===== config.mk =====
export PLATFORM = sky130hd
export DESIGN_NAME = swc_commit
export DESIGN_NICKNAME = d
export VERILOG_FILES = /design/src/common/swc_pkg.sv /design/src/common/swc_tmr_if.sv /design/src/design/swc_tmr.sv /design/src/design/swc_commit.sv
export VERILOG_INCLUDE_DIRS = /design/src /design/src/common
export SDC_FILE = /design/constraint.sdc
export NUM_CORES = 1
export LEC_CHECK = 0
export BUFFER_PORTS_ARGS = -buffer_cell sky130_fd_sc_hd__buf_2
export CORE_UTILIZATION = 50
export CTS_CLUSTER_SIZE = 28
export DETAILED_ROUTE_END_ITERATION = 10
export PLACE_DENSITY_LB_ADDON = 0.3
export SETUP_SLACK_MARGIN = 0.5
export SLEW_MARGIN = 20
export SYNTH_ARGS = -nofsm -noshare
export SYNTH_HDL_FRONTEND = slang
export SYNTH_SLANG_ARGS = --single-unit

===== constraint.sdc =====
create_clock -name core_clk_in -period 2.65 [get_ports core_clk_in]
set_clock_uncertainty 0.1 [all_clocks]
set_input_delay 0.1325 -clock core_clk_in [delete_from_list [all_inputs] [get_ports core_clk_in]]
set_output_delay 0.1325 -clock core_clk_in [all_outputs]
set_load 0.01 [all_outputs]

===== src/common/swc_regs.svh =====
`ifndef SWC_REGS_SVH
`define SWC_REGS_SVH

// ----------------------------------------
// timing figures
// ----------------------------------------
`define SWC_CLK_MHZ        25
`define SWC_WR_TIME_MS     5
`define SWC_STARTUP_US     100
`define SWC_US_PER_MS      1000

// ----------------------------------------
// widths and reset values
// ----------------------------------------
`define SWC_DATA_W         8
`define SWC_ADDR_W         16
`define SWC_BUF_DEPTH      16
`define SWC_FLAGS_W        2
`define SWC_FLAGS_INIT     2'h0
`define SWC_FLAG_AUTH      0
`define SWC_FLAG_ENC       1

`endif


===== src/common/swc_pkg.sv =====
package swc_pkg;
  // ----------------------------------------
  // commit controller states, gray along reset-idle-load-chk-prog
  // ----------------------------------------
  typedef enum logic [2:0] {
    SWC_ST_RST  = 3'h0,
    SWC_ST_IDLE = 3'h1,
    SWC_ST_LOAD = 3'h3,
    SWC_ST_WCHK = 3'h2,
    SWC_ST_PROG = 3'h6
  } swc_state_t;
endpackage


===== src/common/swc_tmr_if.sv =====
`timescale 1ns/1ps
// ----------------------------------------
// timer control bundle
// ----------------------------------------
interface swc_tmr_if;
  logic start;
  logic busy;
  logic done;
  modport ctl (output start, input busy, input done);
  modport tmr (input start, output busy, output done);
endinterface


===== src/design/swc_tmr.sv =====
`timescale 1ns/1ps
module swc_tmr #(
  parameter int COUNT = 16
) (
  input  wire logic core_clk_in,  // 25 MHz clock
  input  wire logic srst_in,      // sync reset, high
  swc_tmr_if.tmr    t             // start / busy / done
);
  localparam int CW = $clog2(COUNT + 1);

  // refused at elaboration: a zero count would never raise done
  if (COUNT < 1) begin : g_bad_count
    $error("swc_tmr: COUNT must be at least 1");
  end

  logic [CW-1:0] cnt_ff;
  logic [CW-1:0] nxt_cnt;
  logic          done_ff;
  logic          nxt_done;

  // ----------------------------------------
  // countdown, a start reloads even while running
  // ----------------------------------------
  always_comb begin
    nxt_done = 1'b0;
    nxt_cnt  = cnt_ff;
    if (t.start) begin
      nxt_cnt = CW'(COUNT);
    end else if (cnt_ff != '0) begin
      nxt_cnt  = cnt_ff - 1'b1;
      nxt_done = (cnt_ff == CW'(1));
    end
  end

  always_ff @(posedge core_clk_in) begin
    if (srst_in) begin
      cnt_ff  <= '0;
      done_ff <= 1'b0;
    end else begin
      cnt_ff  <= nxt_cnt;
      done_ff <= nxt_done;
    end
  end

  assign t.busy = (cnt_ff != '0);
  assign t.done = done_ff;
endmodule


===== src/design/swc_commit.sv =====
`timescale 1ns/1ps
`include "swc_regs.svh"

// Operation
// - write cycle timed from stop (secured writes: from good checksum) to done
// - refuse operation for delay after reset
// - reset clears all security flags
// - any tamper sensor disables the device
// - secured writes buffered until checksum arrives
// - good checksum commits, bad discards, crypto reset
// - bus activity before checksum aborts write
module swc_commit
  import swc_pkg::*;
#(
  parameter int DW         = `SWC_DATA_W,
  parameter int AW         = `SWC_ADDR_W,
  parameter int DEPTH      = `SWC_BUF_DEPTH,
  parameter int WR_CYCLES  = `SWC_WR_TIME_MS * `SWC_US_PER_MS * `SWC_CLK_MHZ,
  parameter int DLY_CYCLES = `SWC_STARTUP_US * `SWC_CLK_MHZ
) (
  input  wire logic          core_clk_in,     // 25 MHz clock
  input  wire logic          srst_in,         // sync reset, high (power-up)
  input  wire logic          volt_tamper_in,  // supply sensor trip
  input  wire logic          freq_tamper_in,  // clock frequency sensor trip
  input  wire logic          light_tamper_in, // light sensor trip
  input  wire logic          auth_set_in,     // pulse: authentication granted
  input  wire logic          enc_set_in,      // pulse: encryption activated
  input  wire logic          wr_cmd_in,       // pulse: user write command
  input  wire logic [AW-1:0] wr_addr_in,      // start address with wr_cmd_in
  input  wire logic          wr_byte_vld_in,  // pulse: write data byte
  input  wire logic [DW-1:0] wr_byte_in,      // data byte
  input  wire logic          stop_in,         // pulse: valid stop condition
  input  wire logic          chk_vld_in,      // pulse: checksum command received
  input  wire logic          chk_ok_in,       // checksum matched, with chk_vld_in
  input  wire logic          bus_act_in,      // pulse: any other bus activity
  output logic               ready_out,       // device may be operated
  output logic               disabled_out,    // tamper present
  output logic               busy_out,        // write cycle running
  output logic               auth_out,        // authentication flag
  output logic               enc_out,         // encryption flag
  output logic               crypto_rst_out,  // pulse: crypto engine reset
  output logic               abort_out,       // pulse: buffered write dropped
  output logic               nv_we_out,       // pulse: program one byte
  output logic [AW-1:0]      nv_addr_out,     // byte address
  output logic [DW-1:0]      nv_data_out      // byte data
);
  localparam int PW = $clog2(DEPTH + 1);

  // elaboration checks: the write cycle must outlast draining a full buffer
  if (DEPTH < 1 || DW < 1 || AW < 1) begin : g_bad_size
    $error("swc_commit: bad width or depth");
  end
  if (WR_CYCLES < DEPTH + 1) begin : g_bad_wr
    $error("swc_commit: WR_CYCLES too short for buffer");
  end
  if (DLY_CYCLES < 1) begin : g_bad_dly
    $error("swc_commit: DLY_CYCLES must be at least 1");
  end

  function automatic logic [PW-1:0] inc_ptr(input logic [PW-1:0] p);
    inc_ptr = p + 1'b1;
  endfunction

  // ----------------------------------------
  // timers
  // ----------------------------------------
  swc_tmr_if dly_t ();
  swc_tmr_if wr_t ();

  swc_tmr #(.COUNT(DLY_CYCLES)) u_dly (
    .core_clk_in (core_clk_in),
    .srst_in     (srst_in),
    .t           (dly_t.tmr)
  );

  swc_tmr #(.COUNT(WR_CYCLES)) u_wr (
    .core_clk_in (core_clk_in),
    .srst_in     (srst_in),
    .t           (wr_t.tmr)
  );

  // ----------------------------------------
  // state
  // ----------------------------------------
  swc_state_t                 st_ff, nxt_st;
  logic                       arm_ff, nxt_arm;
  logic [`SWC_FLAGS_W-1:0]    flags_ff, nxt_flags;
  logic [DW-1:0]              buf_ff [DEPTH];
  logic [DW-1:0]              nxt_buf [DEPTH];
  logic [PW-1:0]              cnt_ff, nxt_cnt;
  logic [PW-1:0]              ptr_ff, nxt_ptr;
  logic [AW-1:0]              base_ff, nxt_base;
  logic                       ready_ff, disabled_ff, busy_ff;
  logic                       nxt_ready, nxt_disabled, nxt_busy;
  logic                       crst_ff, nxt_crst;
  logic                       abort_ff, nxt_abort;
  logic                       we_ff, nxt_we;
  logic [AW-1:0]              addr_ff, nxt_addr;
  logic [DW-1:0]              data_ff, nxt_data;
  logic                       tamper;
  logic                       secured;

  assign tamper  = volt_tamper_in | freq_tamper_in | light_tamper_in;
  assign secured = flags_ff[`SWC_FLAG_AUTH] | flags_ff[`SWC_FLAG_ENC];

  // ----------------------------------------
  // next-state logic
  // ----------------------------------------
  always_comb begin
    nxt_st      = st_ff;
    nxt_arm     = arm_ff;
    nxt_flags   = flags_ff;
    nxt_buf     = buf_ff;
    nxt_cnt     = cnt_ff;
    nxt_ptr     = ptr_ff;
    nxt_base    = base_ff;
    nxt_crst    = 1'b0;
    nxt_abort   = 1'b0;
    nxt_we      = 1'b0;
    nxt_addr    = addr_ff;
    nxt_data    = data_ff;
    dly_t.start = 1'b0;
    wr_t.start  = 1'b0;
    case (st_ff)
      SWC_ST_RST: begin
        // delay starts only once every sensor reads normal again
        if (arm_ff && !tamper) begin
          dly_t.start = 1'b1;
          nxt_arm     = 1'b0;
        end else if (!arm_ff && dly_t.done) begin
          nxt_st = SWC_ST_IDLE;
        end
      end
      SWC_ST_IDLE: begin
        if (auth_set_in) nxt_flags[`SWC_FLAG_AUTH] = 1'b1;
        if (enc_set_in) nxt_flags[`SWC_FLAG_ENC] = 1'b1;
        if (wr_cmd_in) begin
          nxt_base = wr_addr_in;
          nxt_cnt  = '0;
          nxt_st   = SWC_ST_LOAD;
        end
      end
      SWC_ST_LOAD: begin
        // bytes past the buffer depth are dropped, not wrapped
        if (wr_byte_vld_in && cnt_ff < PW'(DEPTH)) begin
          nxt_buf[cnt_ff[PW-1:0] % DEPTH] = wr_byte_in;
          nxt_cnt = inc_ptr(cnt_ff);
        end
        if (stop_in) begin
          nxt_ptr = '0;
          if (secured) begin
            nxt_st = SWC_ST_WCHK;
          end else begin
            wr_t.start = 1'b1;
            nxt_st     = SWC_ST_PROG;
          end
        end
      end
      SWC_ST_WCHK: begin
        if (chk_vld_in && chk_ok_in) begin
          wr_t.start = 1'b1;
          nxt_st     = SWC_ST_PROG;
        end else if (chk_vld_in) begin
          nxt_crst  = 1'b1;
          nxt_flags = `SWC_FLAGS_INIT;
          nxt_abort = 1'b1;
          nxt_st    = SWC_ST_IDLE;
        end else if (bus_act_in || wr_cmd_in || wr_byte_vld_in) begin
          nxt_abort = 1'b1;
          nxt_st    = SWC_ST_IDLE;
        end
      end
      SWC_ST_PROG: begin
        if (ptr_ff < cnt_ff) begin
          nxt_we   = 1'b1;
          nxt_addr = AW'(base_ff + AW'(ptr_ff));
          nxt_data = buf_ff[ptr_ff % DEPTH];
          nxt_ptr  = inc_ptr(ptr_ff);
        end else if (!wr_t.busy) begin
          nxt_st = SWC_ST_IDLE;
        end
      end
      default: nxt_st = SWC_ST_RST;
    endcase
    // tamper overrides state, arm, flags and write strobe, but not the abort or crypto reset pulse, and holds the block in reset
    if (tamper) begin
      nxt_st    = SWC_ST_RST;
      nxt_arm   = 1'b1;
      nxt_flags = `SWC_FLAGS_INIT;
      nxt_we    = 1'b0;
    end
    // ready and busy flops follow the settled next state, so they change on the same edge as the state register; disabled follows tamper
    nxt_ready    = (nxt_st != SWC_ST_RST);
    nxt_disabled = tamper;
    nxt_busy     = (nxt_st == SWC_ST_PROG);
  end

  // ----------------------------------------
  // registers
  // ----------------------------------------
  always_ff @(posedge core_clk_in) begin
    if (srst_in) begin
      st_ff       <= SWC_ST_RST;
      arm_ff      <= 1'b1;
      flags_ff    <= `SWC_FLAGS_INIT;
      cnt_ff      <= '0;
      ptr_ff      <= '0;
      base_ff     <= '0;
      ready_ff    <= 1'b0;
      disabled_ff <= 1'b0;
      busy_ff     <= 1'b0;
      crst_ff     <= 1'b0;
      abort_ff    <= 1'b0;
      we_ff       <= 1'b0;
      addr_ff     <= '0;
      data_ff     <= '0;
    end else begin
      st_ff       <= nxt_st;
      arm_ff      <= nxt_arm;
      flags_ff    <= nxt_flags;
      cnt_ff      <= nxt_cnt;
      ptr_ff      <= nxt_ptr;
      base_ff     <= nxt_base;
      ready_ff    <= nxt_ready;
      disabled_ff <= nxt_disabled;
      busy_ff     <= nxt_busy;
      crst_ff     <= nxt_crst;
      abort_ff    <= nxt_abort;
      we_ff       <= nxt_we;
      addr_ff     <= nxt_addr;
      data_ff     <= nxt_data;
    end
  end

  // data buffer needs no reset; the byte count gates its use
  always_ff @(posedge core_clk_in) begin
    buf_ff <= nxt_buf;
  end

  // ----------------------------------------
  // outputs
  // ----------------------------------------
  assign ready_out      = ready_ff;
  assign disabled_out   = disabled_ff;
  assign busy_out       = busy_ff;
  assign auth_out       = flags_ff[`SWC_FLAG_AUTH];
  assign enc_out        = flags_ff[`SWC_FLAG_ENC];
  assign crypto_rst_out = crst_ff;
  assign abort_out      = abort_ff;
  assign nv_we_out      = we_ff;
  assign nv_addr_out    = addr_ff;
  assign nv_data_out    = data_ff;
endmodule


---- After elaboration in Yosys (flattened, before gate mapping) ----
Index checks and enable logic that the tools add are counted.
storage, ports and cells
  logic and storage cells ................. 143
  output and inout bits ................... 32
  bits in registers ....................... 220
operators by class
  bitwise logic cells ..................... 8
  multiplexer cells ....................... 43
  order comparisons ....................... 5
  $add $sub $neg .......................... 5
  eq/ne operators ......................... 14
  reductions and logical operators ........ 32
operators by type and width
  cell                     count
  $bwmux W128              1
  $ge A33 B5 Y1 const B    2
  $not A4 Y33              2
  $mux W17                 2
  $lt A33 B1 Y1 const B    1
  $mux W3                  11
  $bmux W8 S4              1
  $demux W8 S4             1
  $mux W12                 2
  $mux W8                  3
  $mux W5                  4
  $pmux W5 S2              2
  $reduce_bool A17 Y1      1
  $sub A17 B1 Y17 const B  1
  $add A16 B5 Y16          1
  $ne A2 B2 Y1 const B     8
  $pmux W3 S5              1
  $eq A12 B1 Y1 const B    1
  $reduce_bool A12 Y1      1
  $sub A12 B1 Y12 const B  1
  $mux W1                  11
  $add A5 B1 Y5 const B    2
  $reduce_bool A2 Y1       5
  $reduce_or A3 Y1         3
  19 further kinds         39

---- Logic depth before layout (Yosys ltp) ----
Gate-level depths: netlist of run 1.
  depth after elaboration ................. 8
  mapped depth ............................ 10
  mapped depth without buffers ............ 8

---- Modules after synthesis ----
Synthesis of run 1 repeated with hierarchy kept, for this count alone.
second synthesis, totals
  cell total of the unflattened synthesis .. 751
  area, all modules ....................... 9529.1 um^2
modules (own cells, without submodules)
  module            area an instance (um^2)  seq. area each (um^2)  instances  cells each
  swc_commit        7848.8                   5084.9                 1          556
  swc_tmr at u_wr   985.9                    360.3                  1          119
  swc_tmr at u_dly  694.4                    260.2                  1          76

---- Worst setup path after synthesis of run 1 ----
No wires, ideal clock.
  kind .................................... flip-flop to flip-flop
  from .................................... register ptr_ff[1]
  to ...................................... register addr_ff[8], in the netlist nv_addr_out[8]
  library setup time ...................... 86 ps
  buffers on the path ..................... 3
  slack ................................... -230 ps
  period minus slack after synthesis ...... 2880 ps
  arrival time ............................ 2694 ps
  cell stages (with the launch flop) ...... 11
  path through ............................ dfxtp_1 clkbuf_1 buf_1 buf_1 inv_1 fa_1 nor2b_1 o31a_1 o2111ai_1 xor2_1 a211oi_1
on the way
  cells in the longest elaborated chain, start to end .. 2
  elaborated cells on any way between the ends .. 3
ends and longest elaborated chain
  what                                                                     line               text
  start: declaration                                                       swc_commit.sv:91   logic [PW-1:0] ptr_ff, nxt_ptr;
  start signal: assignment                                                 swc_commit.sv:222  ptr_ff <= nxt_ptr;
  parallel branches: the longest is 2 deep, another holds $add A16 B5 Y16  -
  end signal: assignment                                                   swc_commit.sv:230  addr_ff <= nxt_addr;
  end: declaration                                                         swc_commit.sv:98   logic [AW-1:0] addr_ff, nxt_addr;
Several ways; the timed one is not identified.
A chain may end at the register's enable or synchronous reset.

---- Worst setup path after layout of run 1 ----
  from .................................... register u_dly.cnt_ff[5]
  to ...................................... register u_dly.cnt_ff[11]
on the way
  cells in the longest elaborated chain, start to end .. 3
  elaborated cells on any way between the ends .. 5
ends and longest elaborated chain
  what                      line           text
  start: declaration        swc_tmr.sv:16  logic [CW-1:0] cnt_ff;
  start signal: assignment  swc_tmr.sv:40  cnt_ff <= nxt_cnt;
  $sub A12 B1 Y12           swc_tmr.sv:30  nxt_cnt = cnt_ff - 1'b1;
  $mux W12                  swc_tmr.sv:29  end else if (cnt_ff != '0) begin
  $mux W12                  swc_tmr.sv:27  if (t.start) begin
Parallel ways exist; a longest one is shown, timed or not. The select of a mux whose other input is x is not followed.

==> flow_results.org, run 1 <==
** Timing
- Worst slack on hold paths :: 0.0406 ns
- Endpoints failing hold :: 0
- Measured against its own limit, the worst slew margin works out to 0.475.
- Final setup violation count :: 0
- Dividing the final minimum period by the clock period gives 0.813.
- Final Max Tran Viols :: 0
- Maximum frequency from static timing analysis :: about 460 MHz
- Clock period minus final worst setup slack :: 2.15 ns
- Setup repair after global routing could not meet its margin everywhere.
- Actual transition at the worst max-transition pin :: roughly 0.79 ns
- Setup TNS Final :: 0 ns

** Yosys
- Largest cells by area after synthesis :: edfxtp_1 42%, dfxtp_1 20%, mux4_2 7.9%
- Mapped Area :: ~9000 µm²
- When the netlist entered floorplanning its net count stood at ~770.
- During synthesis, Yosys emitted a total of 0 warnings.
- Proportion of netlist area held by the largest area contributor :: 0.422
- In this run, synthesis inferred 128 flip-flops with an integrated enable.
- The average instance in the mapped netlist occupies between 10 and 15 µm².
- Dominant register cell in the synthesized netlist :: edfxtp_1
- Summed over all instances, the cell type with the most area after synthesis is edfxtp_1.
- Fraction of the yosys area taken by sequential cells :: 0.624
- Synthesized flop and latch total :: 220
- Post-Synthesis Cells :: 712
- For this run, asynchronously set or reset flops after synthesis account for 0.
- Synthesis instantiated between 50 and 60 different standard cells from the library.

** CTS
- At the later pin of the worst-skew pair, clock insertion delay measures between 0.5 and 0.6 ns.
- CTS placed an instance of clkbuf_16 at the clock tree root.
- For this design, the sink count on the clock tree is between 200 and 250.
- Number of CTS-inserted buffers :: 23
- Htree depth :: 1
- Clock slew at reported path FFs :: roughly 0.060 ns
- Maximum clock insertion buffer count :: 3
- Clock tree from TritonCTS :: built

** Worst setup path
- Data on the critical path arrives at its endpoint at 2.47 ns.
- The setup check on the worst reg-to-reg path leaves a slack of 0.50 ns.
- Type of the worst setup path :: reg2reg
- STA puts the critical path data required time at slightly below 3 ns.
- R2r worst-path depth :: 4
- In this run the critical register-to-register path is launched from u_dly.cnt_ff[5]$_SDFFE_PP0P_.
- In this run the worst path has a maximum fanout of 2.
- STA classifies the critical path endpoint as a register.
- The worst setup path is launched from a register.
- FF-to-FF End :: u_dly.cnt_ff[11]$_SDFFE_PP0P_

** Place
- Global placer's final weighted congestion :: 0.832
- Number of placed instances, taps included :: 993
- Area after DPL :: roughly 9800 µm²
- The HPWL after detailed placement is 13,000 µm.
- Input and output buffers added on the ports amount to approximately 70.

** Min path
- Worst-case hold path end point :: u_dly.cnt_ff[6]$_SDFFE_PP0P_
- The worst hold path was traced through 4 stages.
- Min-Delay Path Class :: in2reg
- Min-Delay Startpoint :: volt_tamper_in

** Global routing
- Entering global routing, the biggest net connects 44 pins.
- The first global-routing pass estimated roughly 31,000 µm of wire.
- Tot GR Track Use :: 0.219
- Number of global-route vias before repair :: between 6,000 and 7,000
- The number of antenna violations at the first check in global routing is 0.
- For this run the aggregate overflow at the end of global routing stands at 0.

** Cells and area
- Layout cells sized above 1 :: 0.251
- In the layout the commonest cells are 128 x edfxtp_1, 85 x dfxtp_1, 69 x buf_2.
- The count of cells in the finished layout, fillers not included, comes to between 1,000 and 1,500.
- 0 antenna diodes ended up in the layout.
- # nets final :: a little under 900
- Most common cell after layout, fill and taps aside :: edfxtp_1
- Layout Cell Area excl Fill :: between 10,000 and 15,000 µm²
- The area growth from synthesis to layout is 22.9%.
- The filler cells instantiated in the layout total between 1,000 and 1,500.

** Pwr
- In this run the static leakage power is roughly 0.004 µW.
- Of the total power, the clock network draws 0.357.
- Sequential share of power :: 0.462
- Total design power :: between 8000 and 9000 µW
- The share of total power dissipated in combinational logic is 0.181.
- Switching power summed over all nets :: between 2000 and 2500 µW
- In this run the power density over the cells is 783 nW/µm².
- Maximum vdd ir drop :: around 640 µV
- Fraction of power spent switching nets :: 0.268
- Internal power component :: about 6400 µW

** Routing
- Number of optimization iterations in the first detailed-route pass :: 5
- The routed design has 20,900 µm of wire.
- After detailed routing, the average wire length per cell comes to 19.3 µm.
- Post-route DRC violation count :: 0
- Post-DR vias/cell :: 5.78
- Vias after detailed routing :: approximately 6,200
- Starting DRT DRC Count :: roughly 390
- Once detail routing completed, the nets flagged for antenna violations numbered 0.

** Die
- In this run the vertical extent of the chip is 137 µm.
- Area of the die :: roughly 19,000 µm²
- Initial standard-cell utilization of the core :: 0.509
- 69 I/O pins were placed.
- Number of rows in the core area :: just under 50
- From left edge to right edge, the die measures 137 µm.
- In this run the standard cell core region covers around 18,000 µm².

** Run
- The tool flagged a number of max-cap violations equal to 0.

** Status
- Run status :: completed
-- registers in the layout, indices dropped and copies added, names as in the netlist --
signal / cells
abort_out: 1
flags_ff: 2
nv_data_out: 8
ptr_ff: 5
u_dly.cnt_ff: 12
crypto_rst_out: 1
nv_we_out: 1
disabled_out: 1
arm_ff: 1
nv_addr_out: 16
u_dly.t.done: 1
base_ff: 16
st_ff: 3
busy_out: 1
u_wr.cnt_ff: 17
ready_out: 1
cnt_ff: 5
buf_ff: 128
-- power by group through the flow --
stage | Combinational [µW] | Sequential, µW | Clock, µW
floorplan | 1100 | 4020 | 0
global placement | 1280 | 4070 | 0
global route | 1750 | 4080 | 3340
finish | 1590 | 4050 | 3130
CTS | 1450 | 4020 | 3190
detailed placement | 1360 | 4090 | 0
-- critical path: stages (launching register included) --
cell,delay (ns)
dfxtp_2,0.32
or4_4,0.53
or4_4,0.44
or4_4,0.49
a31oi_1,0.18
-- through the flow --
stage	util	setup WS [ns]
3_3_place_gp	0.547	0.410
4_1_cts	0.611	0.443
2_1_floorplan	-	0.278
3_5_place_dp	0.547	0.231
6_report	0.626	0.496
5_1_grt	0.626	0.448
-- what timing repair did --
item                                   in CTS  in global routing
pin swaps                                   8                 11
gates resized for setup                    12                 39
setup buffers                               3                  6
endpoints found under the hold margin     151                  0
cloned                                      1                  1
setup endpoints to repair                  59                 90
hold buffers                               35                  0
-- how the worst max path moves through the flow --
stage,start,end,slack [ns],depth (start not counted)
after floorplan,st_ff[2]$_SDFF_PP0_,buf_ff[112]$_DFFE_PP_,0.28,6
after global placement,cnt_ff[2]$_SDFFE_PP0P_,nv_addr_out[15]$_SDFFE_PP0P_,0.41,8
after detailed placement,cnt_ff[2]$_SDFFE_PP0P_,nv_addr_out[8]$_SDFFE_PP0P_,0.23,8
after CTS,ptr_ff[0]$_SDFFE_PP0P_,nv_data_out[3]$_SDFFE_PP0P_,0.44,5
after global routing,u_dly.cnt_ff[5]$_SDFFE_PP0P_,u_dly.cnt_ff[11]$_SDFFE_PP0P_,0.45,4
final,u_dly.cnt_ff[5]$_SDFFE_PP0P_,u_dly.cnt_ff[11]$_SDFFE_PP0P_,0.50,4
-- routing by layer --
| layer | GRT usage | vias up | routed length [µm] |
|---|---|---|---|
| li1 | - | 2920 | - |
| met1 | 0.282 | 3061 | 8460 |
| met2 | 0.380 | 205 | 10600 |
| met3 | 0.0330 | 50 | 1250 |
| met4 | 0.0690 | 0 | 606 |
| met5 | 0 | - | 0 |
-- cell type report --
| class | instances | area [µm²] | area share |
|---|---|---|---|
| clock inverters | 9 | 92.6 | 0.00826 |
| inverters | 21 | 78.8 | 0.00704 |
| multi-input cells | 433 | 3400 | 0.303 |
| repair buffers | 136 | 1000 | 0.0895 |
| well taps | 229 | 287 | 0.0256 |
| clock buffers | 31 | 646 | 0.0576 |
| flip-flops and latches | 220 | 5700 | 0.509 |
-- cells by family after synthesis --
group,synth area share
compound gates,0.0924
xor+xnor,0.0327
fa+ha+maj,0.0269
buf+inv,0.0250
flops,0.624
mux,0.0813
simple gates,0.118
-- synth_stat cells (6+ instances only) --
library cell,n
nand2b_1,16
a211oi_1,15
xnor2_1,11
clkbuf_1,23
a22o_1,8
a21oi_1,41
xor2_1,23
nor3_1,17
mux4_2,32
o22ai_1,9
dfxtp_1,92
edfxtp_1,128
nor2_1,62
nand3_1,13
nand2_1,60
a31oi_1,6
inv_1,21
o21ai_0,11
ha_1,18
a221oi_1,8
nand4_1,8
buf_1,10
Note: power is estimated with default switching activity, not from simulation.
==> run 2: changes to the inputs <==
--- a/config.mk
+++ b/config.mk
@@ -6,6 +6,7 @@
 export SDC_FILE = /design/constraint.sdc
 export NUM_CORES = 1
 export LEC_CHECK = 0
+export ABC_AREA = 1
 export BUFFER_PORTS_ARGS = -buffer_cell sky130_fd_sc_hd__buf_2
 export CORE_UTILIZATION = 50
 export CTS_CLUSTER_SIZE = 28
==> constraint.sdc (replaced) <==
create_clock -name core_clk_in -period 2 [get_ports core_clk_in]
set_clock_uncertainty 0.1 [all_clocks]
set_input_delay 0.1 -clock core_clk_in [delete_from_list [all_inputs] [get_ports core_clk_in]]
set_output_delay 0.1 -clock core_clk_in [all_outputs]
set_load 0.01 [all_outputs]
==> run 2 against run 1 <==
Flip-flop and latch count stayed put. Synthesized cell count is 56% higher. Die area rose by 8.3%.
==> flow_results.org, run 2 <==
** Status
- Run status :: completed

** Global routing
- Fraction of met3 tracks used by global routing :: 0.0347
- Met1 routing resource usage after global routing :: 0.348
- Global-route track usage on met2 :: 0.452
- The number of antenna violations at the first check in global routing came to 1.
- Tot GR Track Use :: 0.266
- The via count of the first global-routing pass is a little over 8,000.
- GRT Residual Overflow :: 0
- First-pass GRT wire length :: between 40,000 and 50,000 µm
- Most crowded layer after global routing :: met2
- Entering global routing, the biggest net connects 56 pins.

** Timing
- At the pin with the least slew margin, the transition time is between 0.4 and 0.5 ns.
- Maximum frequency from static timing analysis :: 507 MHz
- The number of max-slew violations in the final report came to 0.
- RSZ-0062 raised after global routing :: true
- After layout, the worst setup slack is 0.0283 ns.
- The number of endpoints with negative hold slack in the final report came to 0.
- Portion of the clock cycle consumed by the worst path in the final layout :: 0.986
- After routing, the total negative slack on setup checks comes to 0 ns.
- Setup violations remaining at the end of the flow were counted as 0.
- The worst path needs ~2.0 ns of the cycle, external delays included.
- Relative max-transition margin :: 0.665

** Yosys
- Counting flops with a built-in enable in the synthesized netlist gives between 100 and 150.
- Cell taking the most area after synthesis :: edfxtp_1
- Post-synthesis compound-gate area fraction :: 0.111
- Post-Synthesis Cells :: 1,109
- Of the post-synthesis cell area, the part taken by muxes is 0.
- Ranked by total cell area, the synthesized netlist is headed by edfxtp_1 39%, dfxtp_1 19%, nand2_1 7.8%.
- The average instance in the mapped netlist occupies roughly 8.9 µm².
- Xor and xnor area share after synthesis :: 0.0124
- Net Count, Synth :: between 1,000 and 1,500
- Mapped Area :: 9880 µm²
- Post-Synth Adder-Cell Area :: 0.0248
- Of the total synthesized cell area, the portion taken by AND, OR, NAND and NOR gates is 0.219.
- Of the post-synthesis cell area, the dominant cell type holds 0.389.
- Most frequently used cell type in the post-synthesis netlist :: nand2_1
- After synthesis, the largest family of logic cells by area is simple AND/OR/NAND/NOR gates.
- Most instantiated cells after synthesis :: 205 x nand2_1, 201 x nor2_1, 128 x edfxtp_1
- Synthesized flop and latch total :: between 200 and 250
- Of all flip-flops after synthesis, the portion carrying an async set or reset was 0.
- Dominant register cell in the synthesized netlist :: edfxtp_1
- For this run, the number of Yosys warnings is 0.
- Fraction of the yosys area taken by sequential cells :: 0.575
- The netlist uses 38 different library cells.

** Place
- Global placer's final weighted congestion :: just under 0.9
- IO buf count :: roughly 70
- Detailed placement finished with a half-perimeter wire length of 15,300 µm.
- OpenSTA, run right after detailed placement, puts the worst setup slack at 0.0145 ns.

** Min path
- Min-Delay Path Class :: in2reg

** Die
- The floorplan step set the die width to 143 µm.
- In this run the vertical extent of the chip is 143 µm.
- The floorplan has a little over 50 rows.
- The die covers 20,300 µm².
- IO Count :: 69
- The initial utilization of the core area, before any placement, comes to 0.510.
- Area inside the core boundary :: approximately 19,000 µm²

** Cells and area
- In the final design database the tool counted between 1,000 and 1,500 nets.
- The library cells used most frequently in the layout, excluding fill and tap cells, are 152 x nand2_1, 148 x nor2_1, 128 x edfxtp_1.
- The library cell used most frequently in the layout, excluding fill and tap cells, is nand2_1.
- Layout cells sized above 1 :: 0.355
- The register with the most flip-flops in the final layout is buf_ff.
- The largest registers in the layout are buf_ff (128), u_wr.cnt_ff (17).
- Relative to the synthesized area, the layout overhead comes to 42.3%.
- The register with the most flip-flops in the layout has 128 of them.

** Routing
- Summed over all layers, the routed wires come to between 30,000 and 40,000 µm.
- In this run the remaining antenna-violating nets after routing total 0.
- Post-route DRC violation count :: 0
- Average wire length per cell after detail routing :: between 20 and 25 µm
- Vias after detailed routing :: between 9,000 and 10,000
- Dividing the detail-routed via count by the number of cells gives just under 6.
- The first TritonRoute pass finished after 7 iterations.
- The detailed router finished its first iteration with around 1,100 violations.

** Run
- Number of violations of the max-capacitance limit :: 0

** Worst setup path
- Required time of the worst setup path :: roughly 2.4 ns
- Capturing element type of the critical path :: register
- Type of the worst setup path :: reg2reg
- Largest fanout of any net on the critical path :: 6
- Data on the critical path arrives at its endpoint at about 2.3 ns.
- The worst setup path is launched from a register.

** CTS
- Maximum clock insertion buffer count :: 3
- For this design, the sink count on the clock tree is between 200 and 250.
- Clock tree from TritonCTS :: built
- In this run, CTS created clock tree buffers numbering 24.
- Clock insertion delay at the later pin of the skew report :: between 0.5 and 0.6 ns
- CTS built an H-tree with a depth of 1.
- Clock slew at reported path FFs :: 0.07 ns
- The tree is rooted in a clkbuf_16.

** Pwr
- Maximum vdd ir drop :: approximately 590 µV
- Dividing total power by cell area gives a power density of around 940 nW/µm².
- Leak Pwr :: 0.00551 µW
-- run 2: changes by cell type in the layout (fill, tap and decap cells not counted), sizes merged, moves of 16 or more --
| cell | delta |
|---|---|
| buf | +68 |
| nand3 | +59 |
| nor2 | +140 |
| nand2b | -16 |
| o21ai | +87 |
| nand2 | +152 |
| inv | +75 |
| a21oi | +29 |
| mux4 | -32 |
-- run 2: what timing repair did --
| item | in CTS | in global routing |
|---|---|---|
| hold endpoints to repair | 165 | 1 |
| pin swaps | 43 | 85 |
| setup buffers | 48 | 29 |
| gates resized for setup | 99 | 219 |
| hold buffers | 38 | 2 |
| gates cloned | 4 | 8 |
| setup endpoints to repair | 202 | 203 |
-- run 2: logic make-up (layout without fill, tap and decap cells) --
group,count (synthesis),after routing
compound gates,199,199
xor+xnor,14,14
fa+ha+maj,19,19
buf+inv,140,358
flops,220,220
other cells,0,1
simple gates,517,519
-- run 2: layout make-up --
type | count | area (µm²)
sequential | 220 | 5750
clock buffer | 28 | 636
timing repair buffer | 211 | 2000
timing repair inverter | 1 | 7.51
antenna | 1 | 2.50
multi-input combinational | 751 | 4790
clock inverter | 16 | 119
tap | 265 | 332
fill | 1183 | 5330
inverter | 102 | 435
-- run 2: where the power goes --
group,switching (µW),internal (µW)
Clock,1900,2420
Combinational,2080,1420
Sequential,309,5050
Total,4290,8890
-- run 2: layer usage --
layer,wire (µm),vias to the layer above
met2,16300,650
met4,1880,0
met5,0,-
li1,-,4124
met1,12400,4490
met3,2980,174
-- run 2: through the flow --
| step | power, µW | cells | hold slack (ns) | instance area (µm²) | util |
|---|---|---|---|---|---|
| after floorplan | 6940 | 1109 | 0.0989 | 10300 | - |
| after global placement | 7370 | 1422 | 0.264 | 10900 | 0.562 |
| after detailed placement | 7420 | 1422 | 0.273 | 10900 | 0.562 |
| after CTS | 12000 | 1556 | 0.0400 | 13000 | 0.669 |
| after global routing | 13700 | 1595 | 0.0638 | 14100 | 0.725 |
| final | 13200 | 1595 | 0.0325 | 14100 | 0.725 |
-- run 2: worst paths after layout --
| path | from | end | slack, ns | cells past startpoint |
|---|---|---|---|---|
| min reg2reg | base_ff[15]$_SDFFE_PP0P_ | base_ff[15]$_SDFFE_PP0P_ | 0.39 | 2 |
| min | freq_tamper_in | u_dly.cnt_ff[2]$_SDFFE_PP0P_ | 0.03 | 6 |
| max reg2reg | ptr_ff[0]$_SDFFE_PP0P_ | nv_data_out[2]$_SDFFE_PP0P_ | 0.03 | 10 |
| max | ptr_ff[0]$_SDFFE_PP0P_ | nv_data_out[2]$_SDFFE_PP0P_ | 0.03 | 10 |
-- run 2: critical path: stages, from the launching register on --
cell and delay, ns:
dfxtp_4 0.37, buf_8 0.14, clkinvlp_4 0.08, buf_8 0.15, nand2_4 0.08, nand2_4 0.10
nand4_4 0.20, inv_8 0.18, buf_8 0.16, o21ai_0 0.09, a21oi_1 0.21
==> run 3: changes to the inputs <==
--- a/config.mk
+++ b/config.mk
@@ -7,7 +7,8 @@
 export NUM_CORES = 1
 export LEC_CHECK = 0
 export ABC_AREA = 1
-export BUFFER_PORTS_ARGS = -buffer_cell sky130_fd_sc_hd__buf_2
+export BUFFER_PORTS_ARGS = -buffer_cell sky130_fd_sc_hd__buf_4
+export CAP_MARGIN = 5
 export CORE_UTILIZATION = 50
 export CTS_CLUSTER_SIZE = 28
 export DETAILED_ROUTE_END_ITERATION = 10
==> run 3 against run 2 <==
The run now ends with negative hold slack left. Non-clock buffer count fell by 28. Sequential power fell by 1%. Flip-flop and latch count did not move. Die area did not move. Clock power barely moved. Critical path type unchanged. Critical endpoint is now nv_addr_out[12]$_SDFFE_PP0P_. Largest power group unchanged. Highest routed layer unchanged.
==> flow_results.org, run 3 (same netlist as run 2, synthesis figures left out) <==
** Status
- The run finished, with violations left.
- The checks that failed: negative hold slack.

** Pwr
- The analysis attributes to cell leakage a power of approximately 0.0053 µW.
- Maximum vdd ir drop :: 689 µV
- Summing internal, switching and leakage power gives between 10,000 and 15,000 µW.
- For this design the ratio of total power to cell area is approximately 930 nW/µm².

** Timing
- The number of endpoints with negative hold slack in the final report is 2.
- Actual transition at the worst max-transition pin :: about 1.1 ns
- Worst slack on hold paths :: -0.0363 ns
- Final Max Tran Viols :: 0
- Portion of the clock cycle consumed by the worst path in the final layout :: 0.976
- RSZ-0062 raised after global routing :: true
- Across all setup checks in the final design, the least slack found is around 0.048 ns.
- The clock period could shrink to between 1.5 and 2 ns.
- Setup violations remaining at the end of the flow were counted as 0.
- Maximum frequency from static timing analysis :: 512 MHz
- Relative max-transition margin :: 0.297

** Global routing
- Summed over all layers, the global routing overflow is 0.
- First-pass GRT wire length :: between 30,000 and 40,000 µm
- The number of antenna violations at the first check in global routing came to 0.
- In the global route stage, overall resource usage came out at 0.246.
- Entering global routing, the biggest net connects 59 pins.
- Number of global-route vias before repair :: around 7,800

** Place
- IO buf count :: ~70
- Prior to clock tree synthesis, the placed netlist has a worst setup slack of about 0.14 ns.
- Global placer's final weighted congestion :: approximately 0.9
- Detailed Place HPWL :: approximately 15,000 µm

** Cells and area
- Flip-flop count of the largest register after layout :: 128
- The register with the most flip-flops in the final layout is buf_ff.
- 0 antenna diodes ended up in the layout.
- The area growth from synthesis to layout is 37.9%.
- # nets final :: 1,337
- In the final layout, the share of cells above drive strength 1 is 0.287.
- Most common cell after layout, fill and taps aside :: nand2_1
- Leaving out fill and tap cells, the most frequent cells in the layout are 176 x nand2_1, 158 x nor2_1, 128 x edfxtp_1.
- The largest registers in the layout are buf_ff (128), u_wr.cnt_ff (17).

** Routing
- Detailed routing inserted a total of a little under 9,000 vias.
- Dividing the detail-routed via count by the number of cells gives roughly 5.6.
- The detailed router finished its first iteration with just over 800 violations.
- Average wire length per cell after detail routing :: 18.5 µm
- Routed Wire Length :: a little under 30,000 µm
- The pre-antenna-repair detailed-routing pass consisted of 5 iterations.
- Post-route DRC violation count :: 0
- Post-DRT Antenna Nets :: 0

** CTS
- Number of CTS-inserted buffers :: 24
- Clock-pin slew was measured on the worst setup and hold paths at 0.07 ns.
- TritonCTS built the clock tree.
- The cell sitting at the root of the clock tree is a clkbuf_16.
- Clock insertion delay at the later pin of the skew report :: 0.52 ns
- Maximum clock insertion buffer count :: 3
- CTS Sinks :: between 200 and 250
- In this run the number of H-tree levels came out at 1.

** Worst setup path
- STA puts the critical path data required time at around 2.3 ns.
- Type of the worst setup path :: reg2reg
- STA puts the critical path data arrival time at 2.27 ns.
- R2r worst-path depth :: 9
- Category of the worst setup path launch point :: register
- Startpoint of the lowest-slack register-to-register path :: ptr_ff[0]$_SDFFE_PP0P_
- FF-to-FF End :: nv_addr_out[12]$_SDFFE_PP0P_
- Of all nets on the critical path, the largest fanout is 4.
- Across all register-to-register paths, the minimum setup slack is 0.05 ns.
- Capturing element type of the critical path :: register

** Die
- The floorplan step set the die height to roughly 140 µm.
- IO Count :: 69
- Area of the die :: 20,300 µm²
- The floorplan step defined a core boundary enclosing roughly 19,000 µm².
- Die Wd :: around 140 µm
- Initial standard-cell utilization of the core :: 0.510
- Number of rows in the core area :: 51

** Min path
- Min-Delay Path Class :: in2reg
- Worst-case hold path end point :: u_dly.cnt_ff[6]$_SDFFE_PP0P_
- The startpoint identified for the worst hold timing path is light_tamper_in.
- The worst hold path was traced through 6 stages.

** Run
- Across the run, the number of max-cap violations was 0.
## run 3: critical path: stages (launching register included)
cell and delay, ns:
dfxtp_4 0.39, ha_4 0.14, inv_2 0.04, fa_2 0.38, o21ai_2 0.22, nand3_1 0.17, nand3_1 0.18, nand3_2 0.09
nand2_1 0.10, inv_1 0.04
## run 3: cell type report
cell class | count | area (µm²)
clock buffer | 27 | 622
clock inverter | 17 | 143
fill | 1270 | 5770
inverter | 102 | 433
multi-input combinational | 749 | 4470
sequential | 220 | 5730
tap | 265 | 332
timing repair buffer | 183 | 1890
timing repair inverter | 1 | 7.51
## run 3: how the worst max path moves through the flow
stage	start	end	slack, ns	depth (start not counted)
3_5_place_dp	ptr_ff[0]$_SDFFE_PP0P_	nv_addr_out[8]$_SDFFE_PP0P_	0.14	9
6_report	ptr_ff[0]$_SDFFE_PP0P_	nv_addr_out[12]$_SDFFE_PP0P_	0.05	9
2_1_floorplan	cnt_ff[2]$_SDFFE_PP0P_	nv_addr_out[8]$_SDFFE_PP0P_	0.37	11
5_1_grt	ptr_ff[0]$_SDFFE_PP0P_	nv_addr_out[12]$_SDFFE_PP0P_	-0.003	9
4_1_cts	cnt_ff[4]$_SDFFE_PP0P_	nv_addr_out[15]$_SDFFE_PP0P_	0.25	11
3_3_place_gp	ptr_ff[0]$_SDFFE_PP0P_	nv_addr_out[8]$_SDFFE_PP0P_	0.08	9
## run 3: routing by layer
| metal | wire, µm | GRT usage | vias up |
|---|---|---|---|
| met1 | 11600 | 0.335 | 4219 |
| met2 | 14200 | 0.407 | 396 |
| met4 | 1210 | 0.0736 | 0 |
| li1 | - | - | 4071 |
| met3 | 2030 | 0.0380 | 108 |
| met5 | 0 | 0 | - |
## run 3: metrics by stage
stage / instances / TNS, ns / utilization / instance area, µm²
3_3_place_gp: 1418 / 0 / 0.571 / 11100
4_1_cts: 1525 / 0 / 0.662 / 12800
2_1_floorplan: 1109 / 0 / - / 10300
3_5_place_dp: 1418 / 0 / 0.571 / 11100
6_report: 1564 / 0 / 0.703 / 13600
5_1_grt: 1564 / -0.00328 / 0.703 / 13600
## run 3: what timing repair did
action,4_1_cts,5_1_grt
setup buffers,26,31
hold buffers,35,3
hold endpoints to repair,172,23
pin swaps,26,41
resized for setup,85,111
endpoints found under the setup margin,196,209
gates cloned,2,6
## run 3: power breakdown
part           total [µW]  internal [µW]  switching, µW
Combinational        3130           1260           1870
Sequential           5280           5030            246
Clock                4300           2500           1810
